--- src/rffe_consts.svh ---
`ifndef RFFE_CONSTS_SVH
`define RFFE_CONSTS_SVH
// ----------------------------------------------------------------
// register indices (byte address is four times the index)
// ----------------------------------------------------------------
`define RFFE_IDX_CTRL_ONE 8'h04
`define RFFE_IDX_ANT_DIV 8'h0D
`define RFFE_IDX_RF_CTRL0 8'h16
`define RFFE_IDX_STATUS 8'h20
`define RFFE_ADDR_W 12
// ----------------------------------------------------------------
// field positions
// ----------------------------------------------------------------
`define RFFE_FE_IND_EN_BIT 7
`define RFFE_TS_EN_BIT 6
`define RFFE_ANT_SEL_BIT 7
`define RFFE_AUTO_ANT_BIT 3
`define RFFE_SW_DRIVE_BIT 2
`define RFFE_PA_LEAD_TIME_HI 7
`define RFFE_PA_LEAD_TIME_LO 6
// ----------------------------------------------------------------
// reset values and static select codes
// ----------------------------------------------------------------
`define RFFE_CTRL_ONE_RST 8'h20
`define RFFE_ANT_DIV_RST 8'h00
`define RFFE_RF_CTRL0_RST 8'h00
`define RFFE_ANT_CODE_0 2'h1
`define RFFE_ANT_CODE_1 2'h2
// ----------------------------------------------------------------
// timing
// ----------------------------------------------------------------
`define RFFE_CLK_NS 50
`define RFFE_SYMBOL_NS 16000
`define RFFE_LEAD_STEP_NS 2000
`define RFFE_SYM_CYC (`RFFE_SYMBOL_NS / `RFFE_CLK_NS)
`define RFFE_LEAD_STEP_CYC (`RFFE_LEAD_STEP_NS / `RFFE_CLK_NS)
`define RFFE_CNT_W 10
`endif

--- src/rffe_pkg.sv ---
`default_nettype none
package rffe_pkg;
   // transceiver state as reported by the radio core
   typedef enum logic [2:0] {
      RFFE_OFF = 3'b000,
      RFFE_PLL_ON = 3'b001,
      RFFE_RX_ON = 3'b010,
      RFFE_BUSY_RX = 3'b011,
      RFFE_BUSY_TX = 3'b100,
      RFFE_SLEEP = 3'b101
   } rffe_state_type;

   // the four auxiliary output pins
   typedef struct packed {
      logic ant_switch_pin_a;
      logic ant_switch_pin_b;
      logic front_end_pin_a;
      logic front_end_pin_b;
   } rffe_pins_type;
endpackage
`default_nettype wire

--- src/rffe_tx_timer.sv ---
`timescale 1ns/100ps
`default_nettype none
`include "rffe_consts.svh"
module rffe_tx_timer (
   input wire logic pclk,
   input wire logic presetn,
   input wire logic sleep_tx_trigger,
   input wire rffe_pkg::rffe_state_type trx_state,
   input wire logic [1:0] pa_lead_time,
   output logic tx_start,
   output logic mod_start,
   output logic fe_tx_on
);
   import rffe_pkg::*;

   logic trig_prev_reg;
   logic active_reg;
   logic run_reg;
   logic fe_reg;
   logic [`RFFE_CNT_W-1:0] cnt_reg;
   wire [`RFFE_CNT_W-1:0] sym_cyc = `RFFE_CNT_W'(`RFFE_SYM_CYC);
   wire [`RFFE_CNT_W-1:0] lead_cyc;
   wire [`RFFE_CNT_W-1:0] threshold;
   wire fe_next;

   assign tx_start = sleep_tx_trigger && !trig_prev_reg && trx_state == RFFE_PLL_ON;
   assign mod_start = active_reg && cnt_reg == sym_cyc - `RFFE_CNT_W'(1);
   assign lead_cyc = `RFFE_CNT_W'(`RFFE_LEAD_STEP_CYC) * `RFFE_CNT_W'({1'b0, pa_lead_time} + 3'h1);
   assign threshold = sym_cyc - lead_cyc;
   // after modulation start, leaving busy-tx drops the indicator one edge later, whatever the lead; before it the lead window runs on
   assign fe_next = (active_reg && cnt_reg >= threshold) || (run_reg && trx_state == RFFE_BUSY_TX);
   assign fe_tx_on = fe_reg;

   // -------------------------------------------------------------
   // symbol counter from the trigger edge to modulation start
   // -------------------------------------------------------------
   always_ff @(posedge pclk or negedge presetn) begin
      if (!presetn) begin
         trig_prev_reg <= 1'b0;
         active_reg <= 1'b0;
         run_reg <= 1'b0;
         fe_reg <= 1'b0;
         cnt_reg <= '0;
      end else begin
         trig_prev_reg <= sleep_tx_trigger;
         fe_reg <= fe_next;
         if (tx_start) begin
            active_reg <= 1'b1;
            cnt_reg <= `RFFE_CNT_W'(1);
         end else if (mod_start) begin
            active_reg <= 1'b0;
            cnt_reg <= '0;
         end else if (active_reg) begin
            cnt_reg <= cnt_reg + `RFFE_CNT_W'(1);
         end
         if (mod_start) begin
            run_reg <= 1'b1;
         end else if (trx_state != RFFE_BUSY_TX) begin
            run_reg <= 1'b0;
         end
      end
   end
endmodule
`default_nettype wire

--- src/rffe_pin_ctrl.sv ---
`timescale 1ns/100ps
`default_nettype none
`include "rffe_consts.svh"
module rffe_pin_ctrl (
   input wire logic pclk,
   input wire logic presetn,
   input wire logic psel,
   input wire logic penable,
   input wire logic pwrite,
   input wire logic [`RFFE_ADDR_W-1:0] paddr,
   input wire logic [31:0] pwdata,
   input wire logic [3:0] pstrb,
   output logic [31:0] prdata,
   output logic pready,
   output logic pslverr,
   input wire rffe_pkg::rffe_state_type trx_state,
   input wire logic auto_retry_tx_mode,
   input wire logic auto_antenna_choice,
   input wire logic rx_start_event,
   input wire logic rx_end_event,
   input wire logic sleep_tx_trigger,
   output logic tx_start,
   output logic mod_start,
   output rffe_pkg::rffe_pins_type pins
);
   import rffe_pkg::*;

   // ----------------------------------------------------------------
   // registers
   // ----------------------------------------------------------------
   logic [7:0] ctrl_one_reg;
   logic [7:0] ant_div_reg;
   logic [7:0] rf_ctrl0_reg;
   logic [1:0] ant_applied_reg;
   logic ant_sel_reg;
   logic stamp_reg;
   logic [31:0] prdata_reg;
   rffe_pins_type pins_reg;
   rffe_pins_type pins_next;

   // ----------------------------------------------------------------
   // bus decode
   // ----------------------------------------------------------------
   function automatic logic [`RFFE_ADDR_W-1:0] reg_addr(input logic [7:0] idx);
      reg_addr = `RFFE_ADDR_W'({idx, 2'b00});
   endfunction

   wire sel_ctrl = paddr == reg_addr(`RFFE_IDX_CTRL_ONE);
   wire sel_ant = paddr == reg_addr(`RFFE_IDX_ANT_DIV);
   wire sel_rf = paddr == reg_addr(`RFFE_IDX_RF_CTRL0);
   wire sel_stat = paddr == reg_addr(`RFFE_IDX_STATUS);
   wire mapped = sel_ctrl || sel_ant || sel_rf || sel_stat;
   wire setup = psel && !penable;
   wire wr_go = psel && penable && pwrite && pstrb[0] && mapped;

   // zero wait states; unmapped addresses answer with an error
   assign pready = 1'b1;
   assign pslverr = psel && penable && !mapped;
   assign prdata = prdata_reg;

   // ----------------------------------------------------------------
   // field views
   // ----------------------------------------------------------------
   wire fe_ind_en = ctrl_one_reg[`RFFE_FE_IND_EN_BIT];
   wire ts_en = ctrl_one_reg[`RFFE_TS_EN_BIT];
   wire auto_ant_en = ant_div_reg[`RFFE_AUTO_ANT_BIT];
   wire sw_drive_en = ant_div_reg[`RFFE_SW_DRIVE_BIT];
   wire [1:0] static_select = ant_div_reg[1:0];
   wire [1:0] pa_lead_time = rf_ctrl0_reg[`RFFE_PA_LEAD_TIME_HI:`RFFE_PA_LEAD_TIME_LO];
   wire fe_tx_on;

   // ----------------------------------------------------------------
   // antenna selection
   // ----------------------------------------------------------------
   // apply only when settled
   wire ant_apply = trx_state == RFFE_PLL_ON || trx_state == RFFE_RX_ON;
   wire auto_pick = auto_ant_en && auto_retry_tx_mode;
   wire static_valid = ant_applied_reg == `RFFE_ANT_CODE_0 || ant_applied_reg == `RFFE_ANT_CODE_1;
   wire static_ant = ant_applied_reg == `RFFE_ANT_CODE_1;
   wire antenna = auto_pick ? auto_antenna_choice : static_ant;
   // reserved static codes leave the switch undriven, pin a low and pin b low unless stamping
   wire ant_drive = auto_pick || static_valid;
   wire ant_event = rx_start_event || rx_end_event || tx_start;

   // ----------------------------------------------------------------
   // pin multiplexing
   // ----------------------------------------------------------------
   always_comb begin
      pins_next = '0;
      if (sw_drive_en && ant_drive) begin
         pins_next.ant_switch_pin_a = antenna;
         pins_next.ant_switch_pin_b = !antenna;
      end
      if (ts_en) begin
         pins_next.ant_switch_pin_b = stamp_reg;
      end else if (!sw_drive_en) begin
         pins_next.ant_switch_pin_b = 1'b0;
      end
      if (fe_ind_en) begin
         pins_next.front_end_pin_a = fe_tx_on;
         pins_next.front_end_pin_b = !fe_tx_on;
      end
   end

   assign pins = pins_reg;

   // ----------------------------------------------------------------
   // read mux
   // ----------------------------------------------------------------
   // control and status register read layout
   wire [7:0] ant_div_view = {ant_sel_reg, ant_div_reg[6:0]};
   wire [7:0] status_view = {stamp_reg, fe_tx_on, ant_applied_reg, 1'b0, trx_state};
   wire [7:0] rd_byte = sel_ctrl ? ctrl_one_reg :
                        sel_ant ? ant_div_view :
                        sel_rf ? rf_ctrl0_reg :
                        sel_stat ? status_view : 8'h00;

   // ----------------------------------------------------------------
   // register writes and read capture
   // ----------------------------------------------------------------
   always_ff @(posedge pclk or negedge presetn) begin
      if (!presetn) begin
         ctrl_one_reg <= `RFFE_CTRL_ONE_RST;
         ant_div_reg <= `RFFE_ANT_DIV_RST;
         rf_ctrl0_reg <= `RFFE_RF_CTRL0_RST;
         prdata_reg <= 32'h0000_0000;
      end else begin
         if (wr_go && sel_ctrl) begin
            ctrl_one_reg <= pwdata[7:0];
         end
         // antenna status bit is read-only
         if (wr_go && sel_ant) begin
            ant_div_reg <= {1'b0, pwdata[6:0]};
         end
         if (wr_go && sel_rf) begin
            rf_ctrl0_reg <= pwdata[7:0];
         end
         if (setup && !pwrite) begin
            prdata_reg <= {24'h00_0000, rd_byte};
         end
      end
   end

   // ----------------------------------------------------------------
   // antenna latch, stamp flag and pins
   // ----------------------------------------------------------------
   always_ff @(posedge pclk or negedge presetn) begin
      if (!presetn) begin
         ant_applied_reg <= 2'h0;
         ant_sel_reg <= 1'b0;
         stamp_reg <= 1'b0;
         pins_reg <= '0;
      end else begin
         pins_reg <= pins_next;
         if (ant_apply) begin
            ant_applied_reg <= static_select;
         end
         if (ant_event) begin
            ant_sel_reg <= antenna;
         end
         // fall at receive end; a new start wins
         if (ts_en && rx_start_event) begin
            stamp_reg <= 1'b1;
         end else if (rx_end_event || !ts_en) begin
            stamp_reg <= 1'b0;
         end
      end
   end

   // ----------------------------------------------------------------
   // transmit timing
   // ----------------------------------------------------------------
   rffe_tx_timer u_timer (
      .pclk(pclk),
      .presetn(presetn),
      .sleep_tx_trigger(sleep_tx_trigger),
      .trx_state(trx_state),
      .pa_lead_time(pa_lead_time),
      .tx_start(tx_start),
      .mod_start(mod_start),
      .fe_tx_on(fe_tx_on)
   );

   // ----------------------------------------------------------------
   // check helper: cycles since the last transmit start
   // ----------------------------------------------------------------
   // counted apart from the timer so the timer's own count is checked;
   // it saturates so a long idle spell never wraps back onto a match
   logic [`RFFE_CNT_W-1:0] sym_chk_reg;
   wire sym_chk_run = sym_chk_reg != '0 && sym_chk_reg != '1;

   always_ff @(posedge pclk or negedge presetn) begin
      if (!presetn) begin
         sym_chk_reg <= '0;
      end else if (tx_start) begin
         sym_chk_reg <= `RFFE_CNT_W'(1);
      end else if (sym_chk_run) begin
         sym_chk_reg <= sym_chk_reg + `RFFE_CNT_W'(1);
      end
   end
endmodule
`default_nettype wire

--- config.mk ---
export PLATFORM = sky130hd
export DESIGN_NAME = rffe_pin_ctrl
export DESIGN_NICKNAME = d
export VERILOG_FILES = /design/src/rffe_pkg.sv /design/src/rffe_tx_timer.sv /design/src/rffe_pin_ctrl.sv
export VERILOG_INCLUDE_DIRS = /design/src /design/src/src
export SDC_FILE = /design/constraint.sdc
export NUM_CORES = 1
export LEC_CHECK = 0
export CORE_MARGIN = 1
export CORE_UTILIZATION = 60
export CTS_CLUSTER_DIAMETER = 60
export DETAILED_ROUTE_END_ITERATION = 8
export DONT_BUFFER_PORTS = 1
export HOLD_SLACK_MARGIN = 0.03
export PLACE_DENSITY_LB_ADDON = 0.08
export SLEW_MARGIN = 25
export SYNTH_ARGS = -nofsm -noshare
export SYNTH_HDL_FRONTEND = slang
export SYNTH_SLANG_ARGS = --single-unit
--- constraint.sdc ---
create_clock -name pclk -period 5.7 [get_ports pclk]
set_clock_uncertainty 0.15 [all_clocks]
set_input_delay 0.285 -clock pclk [delete_from_list [all_inputs] [get_ports pclk]]
set_output_delay 0.285 -clock pclk [all_outputs]
set_load 0.01 [all_outputs]
Word level (Yosys, flattened, before mapping) --
Index checks and enable logic that the tools add are counted.
Word-level totals: register bits after elaboration 53, input bits 61, output and inout bits 40, logic and storage cells 89
Operators by class: $add $sub $neg 3, multiply operators 1, $lt $le $gt $ge 1, eq/ne operators 11, mux-type cells 18, reductions and logical operators 39
Operators with widths (count):
- two-way mux 8 bit | 4
- two-way mux 10 bit | 3
- logical AND 1 bit | 18
- == test 12 x 5 -> 1 bit (second input constant) | 1
- == test 12 x 6 -> 1 bit (second input constant) | 1
- == test 12 x 7 -> 1 bit (second input constant) | 1
- == test 12 x 8 -> 1 bit (second input constant) | 1
- adder 10 x 1 -> 10 bit (second input constant) | 1
- == test 10 x 9 -> 1 bit (second input constant) | 1
- >= comparator 10 bit | 1
- logical OR 1 bit | 10
- multiplier 3 x 10 -> 7 bit (first input constant) | 1
- subtractor 9 x 10 -> 10 bit (first input constant) | 1
- two-way mux 1 bit | 9
- logical NOT 1 bit | 7
- nonzero test 2 bit | 3
- two-way mux 2 bit | 2
- adder 2 x 1 -> 3 bit (second input constant) | 1
- == test 3 x 1 -> 1 bit (second input constant) | 1
- == test 3 x 2 -> 1 bit (second input constant) | 1
- == test 3 bit (second input constant) | 1
- != test 3 bit (second input constant) | 1
- nonzero test 3 bit | 1
- == test 2 x 1 -> 1 bit (second input constant) | 1
- == test 2 bit (second input constant) | 1

Logic depth before layout (Yosys ltp) --
Gate-level depths: netlist of run 1.
depth after elaboration 7, mapped depth 8, mapped depth without buffers 8

Cells and area by module --
A second synthesis of run 1 with hierarchy kept.
Unflattened totals: cells, all modules 308, area total of the unflattened synthesis 3173.0 um^2
By module, submodules not included:
- rffe_pin_ctrl | times used 1, cells each 209, area each 2205.9 um^2, sequential area each 977.2 um^2
- rffe_tx_timer | times used 1, cells each 99, area each 967.2 um^2, sequential area each 350.3 um^2

Least setup slack after synthesis of run 1 --
Ideal clock, no wire load.
path kind flip-flop to flip-flop, start point reg rf_ctrl0_reg[6], end point reg u_timer.fe_reg (netlist: u_timer.fe_tx_on), setup time 0.128 ns, arrival time 1.989 ns, required time 5.422 ns, slack 3.432 ns, stages on the path, launching flop included 9, path buffers 0, clock period less this slack 2.268 ns, path through dfrtp_1 inv_1 ha_1 xor2_1 ha_1 and4b_1 a211o_1 a41oi_1 o21ai_0
On the way: longest elaborated chain between the ends 6
RTL lines:
- start: declaration | RTL line rffe_pin_ctrl.sv:33 | logic [7:0] rf_ctrl0_reg;
- start signal: assignment | RTL line rffe_pin_ctrl.sv:125 | rf_ctrl0_reg <= `RFFE_RF_CTRL0_RST;
- start signal: assignment | RTL line rffe_pin_ctrl.sv:136 | rf_ctrl0_reg <= pwdata[7:0];
- adder 2 x 1 -> 3 bit | RTL line rffe_tx_timer.sv:28 | assign lead_cyc = `RFFE_CNT_W'(`RFFE_LEAD_STEP_CYC) * `RFFE_CNT_W'({1'b0, pa_lead_time} + 3'h1);
- multiplier 3 x 10 -> 7 bit (no source line)
- subtractor 9 x 10 -> 10 bit | RTL line rffe_tx_timer.sv:29 | assign threshold = sym_cyc - lead_cyc;
- >= comparator 10 bit | RTL line rffe_tx_timer.sv:31 | assign fe_next = (active_reg && cnt_reg >= threshold) || (run_reg && trx_state == RFFE_BUSY_TX);
- logical AND 1 bit | RTL line rffe_tx_timer.sv:31
- logical OR 1 bit | RTL line rffe_tx_timer.sv:31
- via u_timer.fe_next | RTL line rffe_tx_timer.sv:24 | wire fe_next;
- end signal: assignment | RTL line rffe_tx_timer.sv:46 | fe_reg <= fe_next;
- end: declaration | RTL line rffe_tx_timer.sv:19 | logic fe_reg;
The timed path passes the listed nets, and every way through them passes these cells. A chain may end at the register's enable or synchronous reset.

Final worst setup path of run 1 --
Same ends and word-level chain as after synthesis.

==> results of run 1 <==
## stage by stage
| step | util [%] | cells |
|---|---|---|
| 6_report | 65.0 | 370 |
| 5_1_grt | 65.0 | 370 |
| 4_1_cts | 65.0 | 370 |
| 3_5_place_dp | 60.2 | 350 |
| 3_3_place_gp | 60.2 | 350 |
| 2_1_floorplan | - | 316 |
## placed cells by master, fill, tap and decap left out, types with 8 or more instances in the layout
master / count
inv_1: 13
ha_1: 14
a221oi_1: 8
dfrtp_1: 52
dlygate4sd3_1: 11
o21ai_0: 11
conb_1: 25
a21oi_1: 13
nor2_1: 8
nand2_1: 27
mux2_2: 18
o31ai_1: 10
## layer usage
metal | track usage [%] | part of all wire (%)
met2 | 34.1 | 43
met3 | 5.56 | 5.0
met4 | 5.66 | 1.0
met1 | 37.4 | 51
met5 | 0 | 0
## worst max-delay path, delay by kind of cell, from the launching register on
family          cells  cell delay [ns]
xor+xnor            1             0.18
buf+inv             1             0.14
flops               1             0.47
fa+ha+maj           2             0.65
simple gates        1             0.19
compound gates      3             0.60
## layout make-up
type	count	area [sq um]	area share, %
clock inverters	2	35.0	1.06
flip-flops and latches	53	1330	40.2
multi-input cells	214	1590	48.2
clock buffers	6	72.6	2.20
inverters	13	48.8	1.48
well taps	70	87.6	2.65
repair buffers	12	138	4.17
## timing repair
item,in CTS,in global routing
hold endpoints to repair,78,0
hold buffers,12,0
resized for setup,0,0
setup endpoints to repair,0,0
## synth_stat cells (4+ instances only)
library cell | n | area (sq um)
or4_1 | 4 | 30.0
mux2_2 | 18 | 203
a21oi_1 | 13 | 65.1
o31ai_1 | 10 | 75.1
nor2_1 | 8 | 30.0
mux2_4 | 7 | 105
a21o_1 | 4 | 30.0
nand3b_1 | 7 | 52.6
buf_4 | 29 | 218
inv_1 | 13 | 48.8
nand2_1 | 27 | 101
nor3_1 | 4 | 20.0
o21ai_0 | 11 | 55.1
a221oi_1 | 8 | 70.1
dfrtp_1 | 52 | 1300
ha_1 | 14 | 175
## kinds of logic after synthesis
| group | synth area share (%) |
|---|---|
| simple gates | 17.5 |
| compound gates | 12.7 |
| flops | 42.1 |
| buf+inv | 10.1 |
| mux | 10.1 |
| fa+ha+maj | 5.56 |
| xor+xnor | 1.67 |
| other cells | 0.238 |
## worst paths after layout
path | startpoint | to | slack [ns] | cells past startpoint
worst max-delay path | rf_ctrl0_reg[6]$_DFFE_PN0P_ | u_timer.fe_tx_on$_DFF_PN0_ | 3.18 | 8
worst min-delay path | rx_end_event | stamp_reg$_DFFE_PN0P_ | 0.05 | 2
worst max register to register | rf_ctrl0_reg[6]$_DFFE_PN0P_ | u_timer.fe_tx_on$_DFF_PN0_ | 3.18 | 8
worst min register to register | u_timer.fe_tx_on$_DFF_PN0_ | pins[0]$_DFF_PN0_ | 0.33 | 1
max in group asynchronous | presetn | ctrl_one_reg[5]$_DFFE_PN1P_ | 4.76 | 2
min in group asynchronous | presetn | ctrl_one_reg[3]$_DFFE_PN0P_ | 0.36 | 2
## where the power goes
group / switching [mW] / internal [mW]
combinational: 0.108 / 0.101
clock: 0.120 / 0.131
sequential: 0.0597 / 0.414
total: 0.287 / 0.646
==> key figures, run 1 <==
Power
  • Worst vdd ir: 191 uV
  • P_leak: 1.54 nW
  • Overall power: 933 uW
  • Pwr per Cell Area: 283 nW/um^2

Finish
  • Layout net count: 374
  • Layout cells sized above 1: 16.0%
  • Final Instance Area: 3300 sq um
  • Filler cell count: 426
  • Max reg flops: 10
  • P&R area growth vs syn: 4.72%
  • Diode count: 0

Floorplanning
  • CORE AREA: 5070 sq um
  • DIE HEIGHT: 74.5 um
  • Die area: 5550 sq um
  • Die width: 74.5 um
  • Starting Density: 62.1%
  • I/O pin count: 101
  • Rows: 26

Global routing
  • Initial antenna violation count: 0
  • Vias in the first global route: 1973
  • Remaining Overflow, GRT: 0
  • Largest net degree at the start of global routing: 54
  • First-pass GRT wire length: 9850 um
  • Total track usage: 24.2%

Synthesis
  • Yosys reg bits: 53
  • Synth Flop Type: dfrtp_1
  • Async SR Flop Fraction: 100%
  • Synthesized instance count: 293
  • Sequential share of the synthesized area: 42.1%
  • Synth unique cells: 59
  • YS warnings: 0
  • Synth Cell Area: 3150 sq um
  • Post-synth EDFFs: 0
  • Syn Area/Cell: 10.8 sq um

Worst setup path
  • Worst path cell trace: inv_1, ha_1, xor2_1, ha_1, and4b_1, a211o_1, a41oi_1, o21ai_0
  • CP Capture Type: register
  • Critical Path Max Stage Delay: 0.47 ns
  • Crit Path Class: reg -> reg
  • Crit path max fanout: 6
  • WP data arrival: 2.55 ns
  • Critical Path Most Common Cell: ha_1
  • Crit-path slowest cell: dfrtp_1
  • Req. time, crit path: 5.73 ns
  • Crit path launch type: register

Place
  • Pre-CTS setup slack: 2.94 ns
  • Routability Congestion: 0.801
  • Port buffer count: 0
  • Area after DPL: 3060 sq um
  • Dpl hpwl: 4450 um

Clock tree
  • Worst skew pair latency: 0.30 ns
  • Total CTS buffers: 5
  • Clock tree buffer depth: 2
  • CTS sink cnt: 53
  • Clk slew on worst S/H paths: 0.09 ns
  • Postcts setup bufs: 0
  • CTS tree: built
  • Clk root buf: clkbuf_8
  • Max H-tree Level: 2

Route
  • Post-route ant nets: 0
  • Post-DR vias/cell: 5.80
  • Routed Wire Length: 6290 um
  • Average wire per standard cell: 17.0 um
  • Via count: 2145
  • DRC viols: 0
  • DRT Pass-1 Iters: 4
  • DRT iter0 DRCs: 83

Min path
  • HP Class: in -> reg

STA
  • Final Cycle Share: 44.3%
  • RSZ-0062 raised after global routing: false
  • Maximum clock rate: 396 MHz
  • Fin. max-slew vios: 0
  • Final Hold Viols: 0
  • Slew HR: 38.5%
  • Setup_tns: 0 ns
  • Hold_ws: 0.0466 ns
  • Final WS setup: 3.18 ns
  • Finish-stage setup viols: 0
  • Min cycle time layout: 2.52 ns
  • Actual slew at the worst max-slew pin: 0.918 ns

Flow run
  • Max-Cap Viols: 0

Status
  • Status: finished clean
No activity file was read; power rests on OpenSTA's default activity.
==> run 2: changes to the inputs <==
CORE_UTILIZATION = 57   (was 60)
clock period = 2.3 ns   (was 5.7 ns; I/O delays follow)
==> run 2 against run 1 <==
Effect of this change: sequential power is 150% higher; flip-flop and latch count stayed put; core utilization is 2.1 points higher; die area is 5.1% higher; maximum frequency is 14% higher; critical endpoint unchanged; final area is 6.0% higher; largest power group unchanged; largest cell class unchanged; register-to-register slack worse by 3.1 ns; critical path depth stayed put.
==> key figures, run 2 (synthesized netlist as in run 1, its figures left out) <==
Global routing
  • Largest net degree at the start of global routing: 54 (unchanged)
  • Initial antenna violation count: 0 (unchanged)
  • First-pass GRT wire length: 11200 um (was 9850 um)
  • Remaining Overflow, GRT: 0 (unchanged)
  • Total track usage: 24.7% (was 24.2%)
  • Vias in the first global route: 2229 (was 1973)

Worst setup path
  • Critical Path Max Stage Delay: 0.41 ns (was 0.47 ns)
  • CP Capture Type: register (unchanged)
  • WP data arrival: 2.26 ns (was 2.55 ns)
  • Crit Path Class: reg -> reg (unchanged)
  • Crit path max fanout: 3 (was 6)
  • Req. time, crit path: 2.34 ns (was 5.73 ns)
  • Crit-path slowest cell: dfrtp_1 (unchanged)
  • Crit path launch type: register (unchanged)
  • Bufs and invs on worst path: 1 (unchanged)
  • Crit-path leading delay family: compound AO/OA/AOI/OAI gates (was adder cells)
  • Worst path cell trace: inv_2, ha_4, xor2_1, ha_1, and4b_1, a211o_1, a41oi_2, o21ai_0 (was inv_1, ha_1, xor2_1, ha_1, and4b_1, a211o_1, a41oi_1, o21ai_0)

Power
  • P_leak: 1.64 nW (was 1.54 nW)
  • Overall power: 2.28 mW (was 933 uW)
  • Pwr per Cell Area: 652 nW/um^2 (was 283 nW/um^2)
  • Worst vdd ir: 528 uV (was 191 uV)

Clock tree
  • Clk root buf: clkbuf_8 (unchanged)
  • CTS sink cnt: 53 (unchanged)
  • Clock tree buffer depth: 2 (unchanged)
  • Max H-tree Level: 2 (unchanged)
  • Total CTS buffers: 5 (unchanged)
  • CTS tree: built (unchanged)
  • Worst skew pair latency: 0.32 ns (was 0.30 ns)
  • Clk slew on worst S/H paths: 0.11 ns (was 0.09 ns)

Finish
  • P&R area growth vs syn: 11.0% (was 4.72%)
  • Layout net count: 396 (was 374)
  • Most frequent cells in the layout: dfrtp_1, nand2_1, conb_1 (unchanged)
  • Max reg flops: 10 (unchanged)
  • Util after Layout: 67.2% (was 65.0%)
  • Commonest non-fill, non-tap cell in the layout: dfrtp_1 (unchanged)
  • Diode count: 0 (unchanged)
  • Filler cell count: 430 (was 426)
  • Layout cells sized above 1: 19.9% (was 16.0%)

Min path
  • HP Class: in -> reg (unchanged)

Route
  • Average wire per standard cell: 17.2 um (was 17.0 um)
  • DRC viols: 0 (unchanged)
  • Post-DR vias/cell: 5.79 (was 5.80)
  • DRT iter0 DRCs: 147 (was 83)
  • DRT Pass-1 Iters: 4 (unchanged)
  • Via count: 2269 (was 2145)
  • Routed Wire Length: 6760 um (was 6290 um)
  • Post-route ant nets: 0 (unchanged)

Place
  • Port buffer count: 0 (unchanged)
  • Routability Congestion: 0.851 (was 0.801)
  • Dpl hpwl: 4620 um (was 4450 um)
  • Pre-CTS setup slack: -0.0167 ns (was 2.94 ns)

STA
  • Maximum clock rate: 452 MHz (was 396 MHz)
  • Setup_tns: 0 ns (unchanged)
  • Final WS setup: 0.0877 ns (was 3.18 ns)
  • Slew HR: 60.7% (was 38.5%)
  • Hold_ws: 0.0316 ns (was 0.0466 ns)
  • Fin. max-slew vios: 0 (unchanged)
  • Actual slew at the worst max-slew pin: 0.590 ns (was 0.918 ns)
  • Min cycle time layout: 2.21 ns (was 2.52 ns)
  • Final Hold Viols: 0 (unchanged)
  • RSZ-0062 raised after global routing: false (unchanged)
  • Finish-stage setup viols: 0 (unchanged)
  • Final Cycle Share: 96.2% (was 44.3%)

Floorplanning
  • DIE HEIGHT: 76.4 um (was 74.5 um)
  • Starting Density: 60.6% (was 62.1%)
  • Die area: 5830 sq um (was 5550 sq um)
  • I/O pin count: 101 (unchanged)
  • Die width: 76.4 um (was 74.5 um)
  • Rows: 26 (unchanged)
  • CORE AREA: 5200 sq um (was 5070 sq um)

Flow run
  • Max-Cap Viols: 0 (unchanged)

Status
  • Status: finished clean (unchanged)
[run 2: cell count changes in the layout (fill, tap and decap cells not counted), moves of 2 or more]
| cell | change |
|---|---|
| clkinvlp_4 | +3 |
| inv_1 | -2 |
| dlygate4sd3_1 | +11 |
| inv_2 | +2 |
| buf_4 | +11 |
[run 2: final cells by class]
type                       instances  area (sq um)  area share [%]
tap                               70          87.6            2.50
sequential                        53          1330            38.0
inverter                          13          48.8            1.40
clock inverter                     3          22.5           0.644
clock buffer                       5          68.8            1.97
timing repair buffer              34           330            9.45
multi-input combinational        214          1610            46.1
[run 2: worst register-to-register path: stages, from the launching register on]
cell     delay [ns]
dfrtp_1        0.41
inv_2          0.09
ha_4           0.21
xor2_1         0.16
ha_1           0.29
and4b_1        0.19
a211o_1        0.28
a41oi_2        0.21
o21ai_0        0.12
[run 2: metrics by stage]
stage	instance area (sq um)	instances
global placement	3140	361
CTS	3480	392
detailed placement	3140	361
global route	3500	392
floorplan	3240	316
finish	3500	392
[run 2: path summary, 6_finish.rpt]
kind	startpoint	endpoint	slack, ns	depth (start not counted)
max in group asynchronous	presetn	ctrl_one_reg[5]$_DFFE_PN1P_	1.53	2
max reg2reg	rf_ctrl0_reg[6]$_DFFE_PN0P_	u_timer.fe_tx_on$_DFF_PN0_	0.09	8
min in group asynchronous	presetn	ant_applied_reg[0]$_DFFE_PN0P_	0.21	2
min	trx_state[1]	ant_applied_reg[1]$_DFFE_PN0P_	0.03	3
min reg2reg	u_timer.fe_tx_on$_DFF_PN0_	pins[0]$_DFF_PN0_	0.34	1
max	rf_ctrl0_reg[6]$_DFFE_PN0P_	u_timer.fe_tx_on$_DFF_PN0_	0.09	8
[run 2: report_power, final]
part           internal [mW]  switching, mW  total [mW]
clock network          0.214          0.329       0.543
logic                  0.278          0.291       0.569
registers               1.03          0.141        1.17
total                   1.52          0.760        2.28
[run 2: metal layers]
layer	GRT usage (%)	routed length, um
met1	35.5	3230
met2	36.8	3000
met3	5.75	469
met4	7.88	64
met5	0	0
[run 2: timing repair]
item	CTS	global route
resized for setup	1	3
hold endpoints to repair	97	0
buffers inserted	0	0
setup endpoints to repair	1	1
hold buffers	23	0
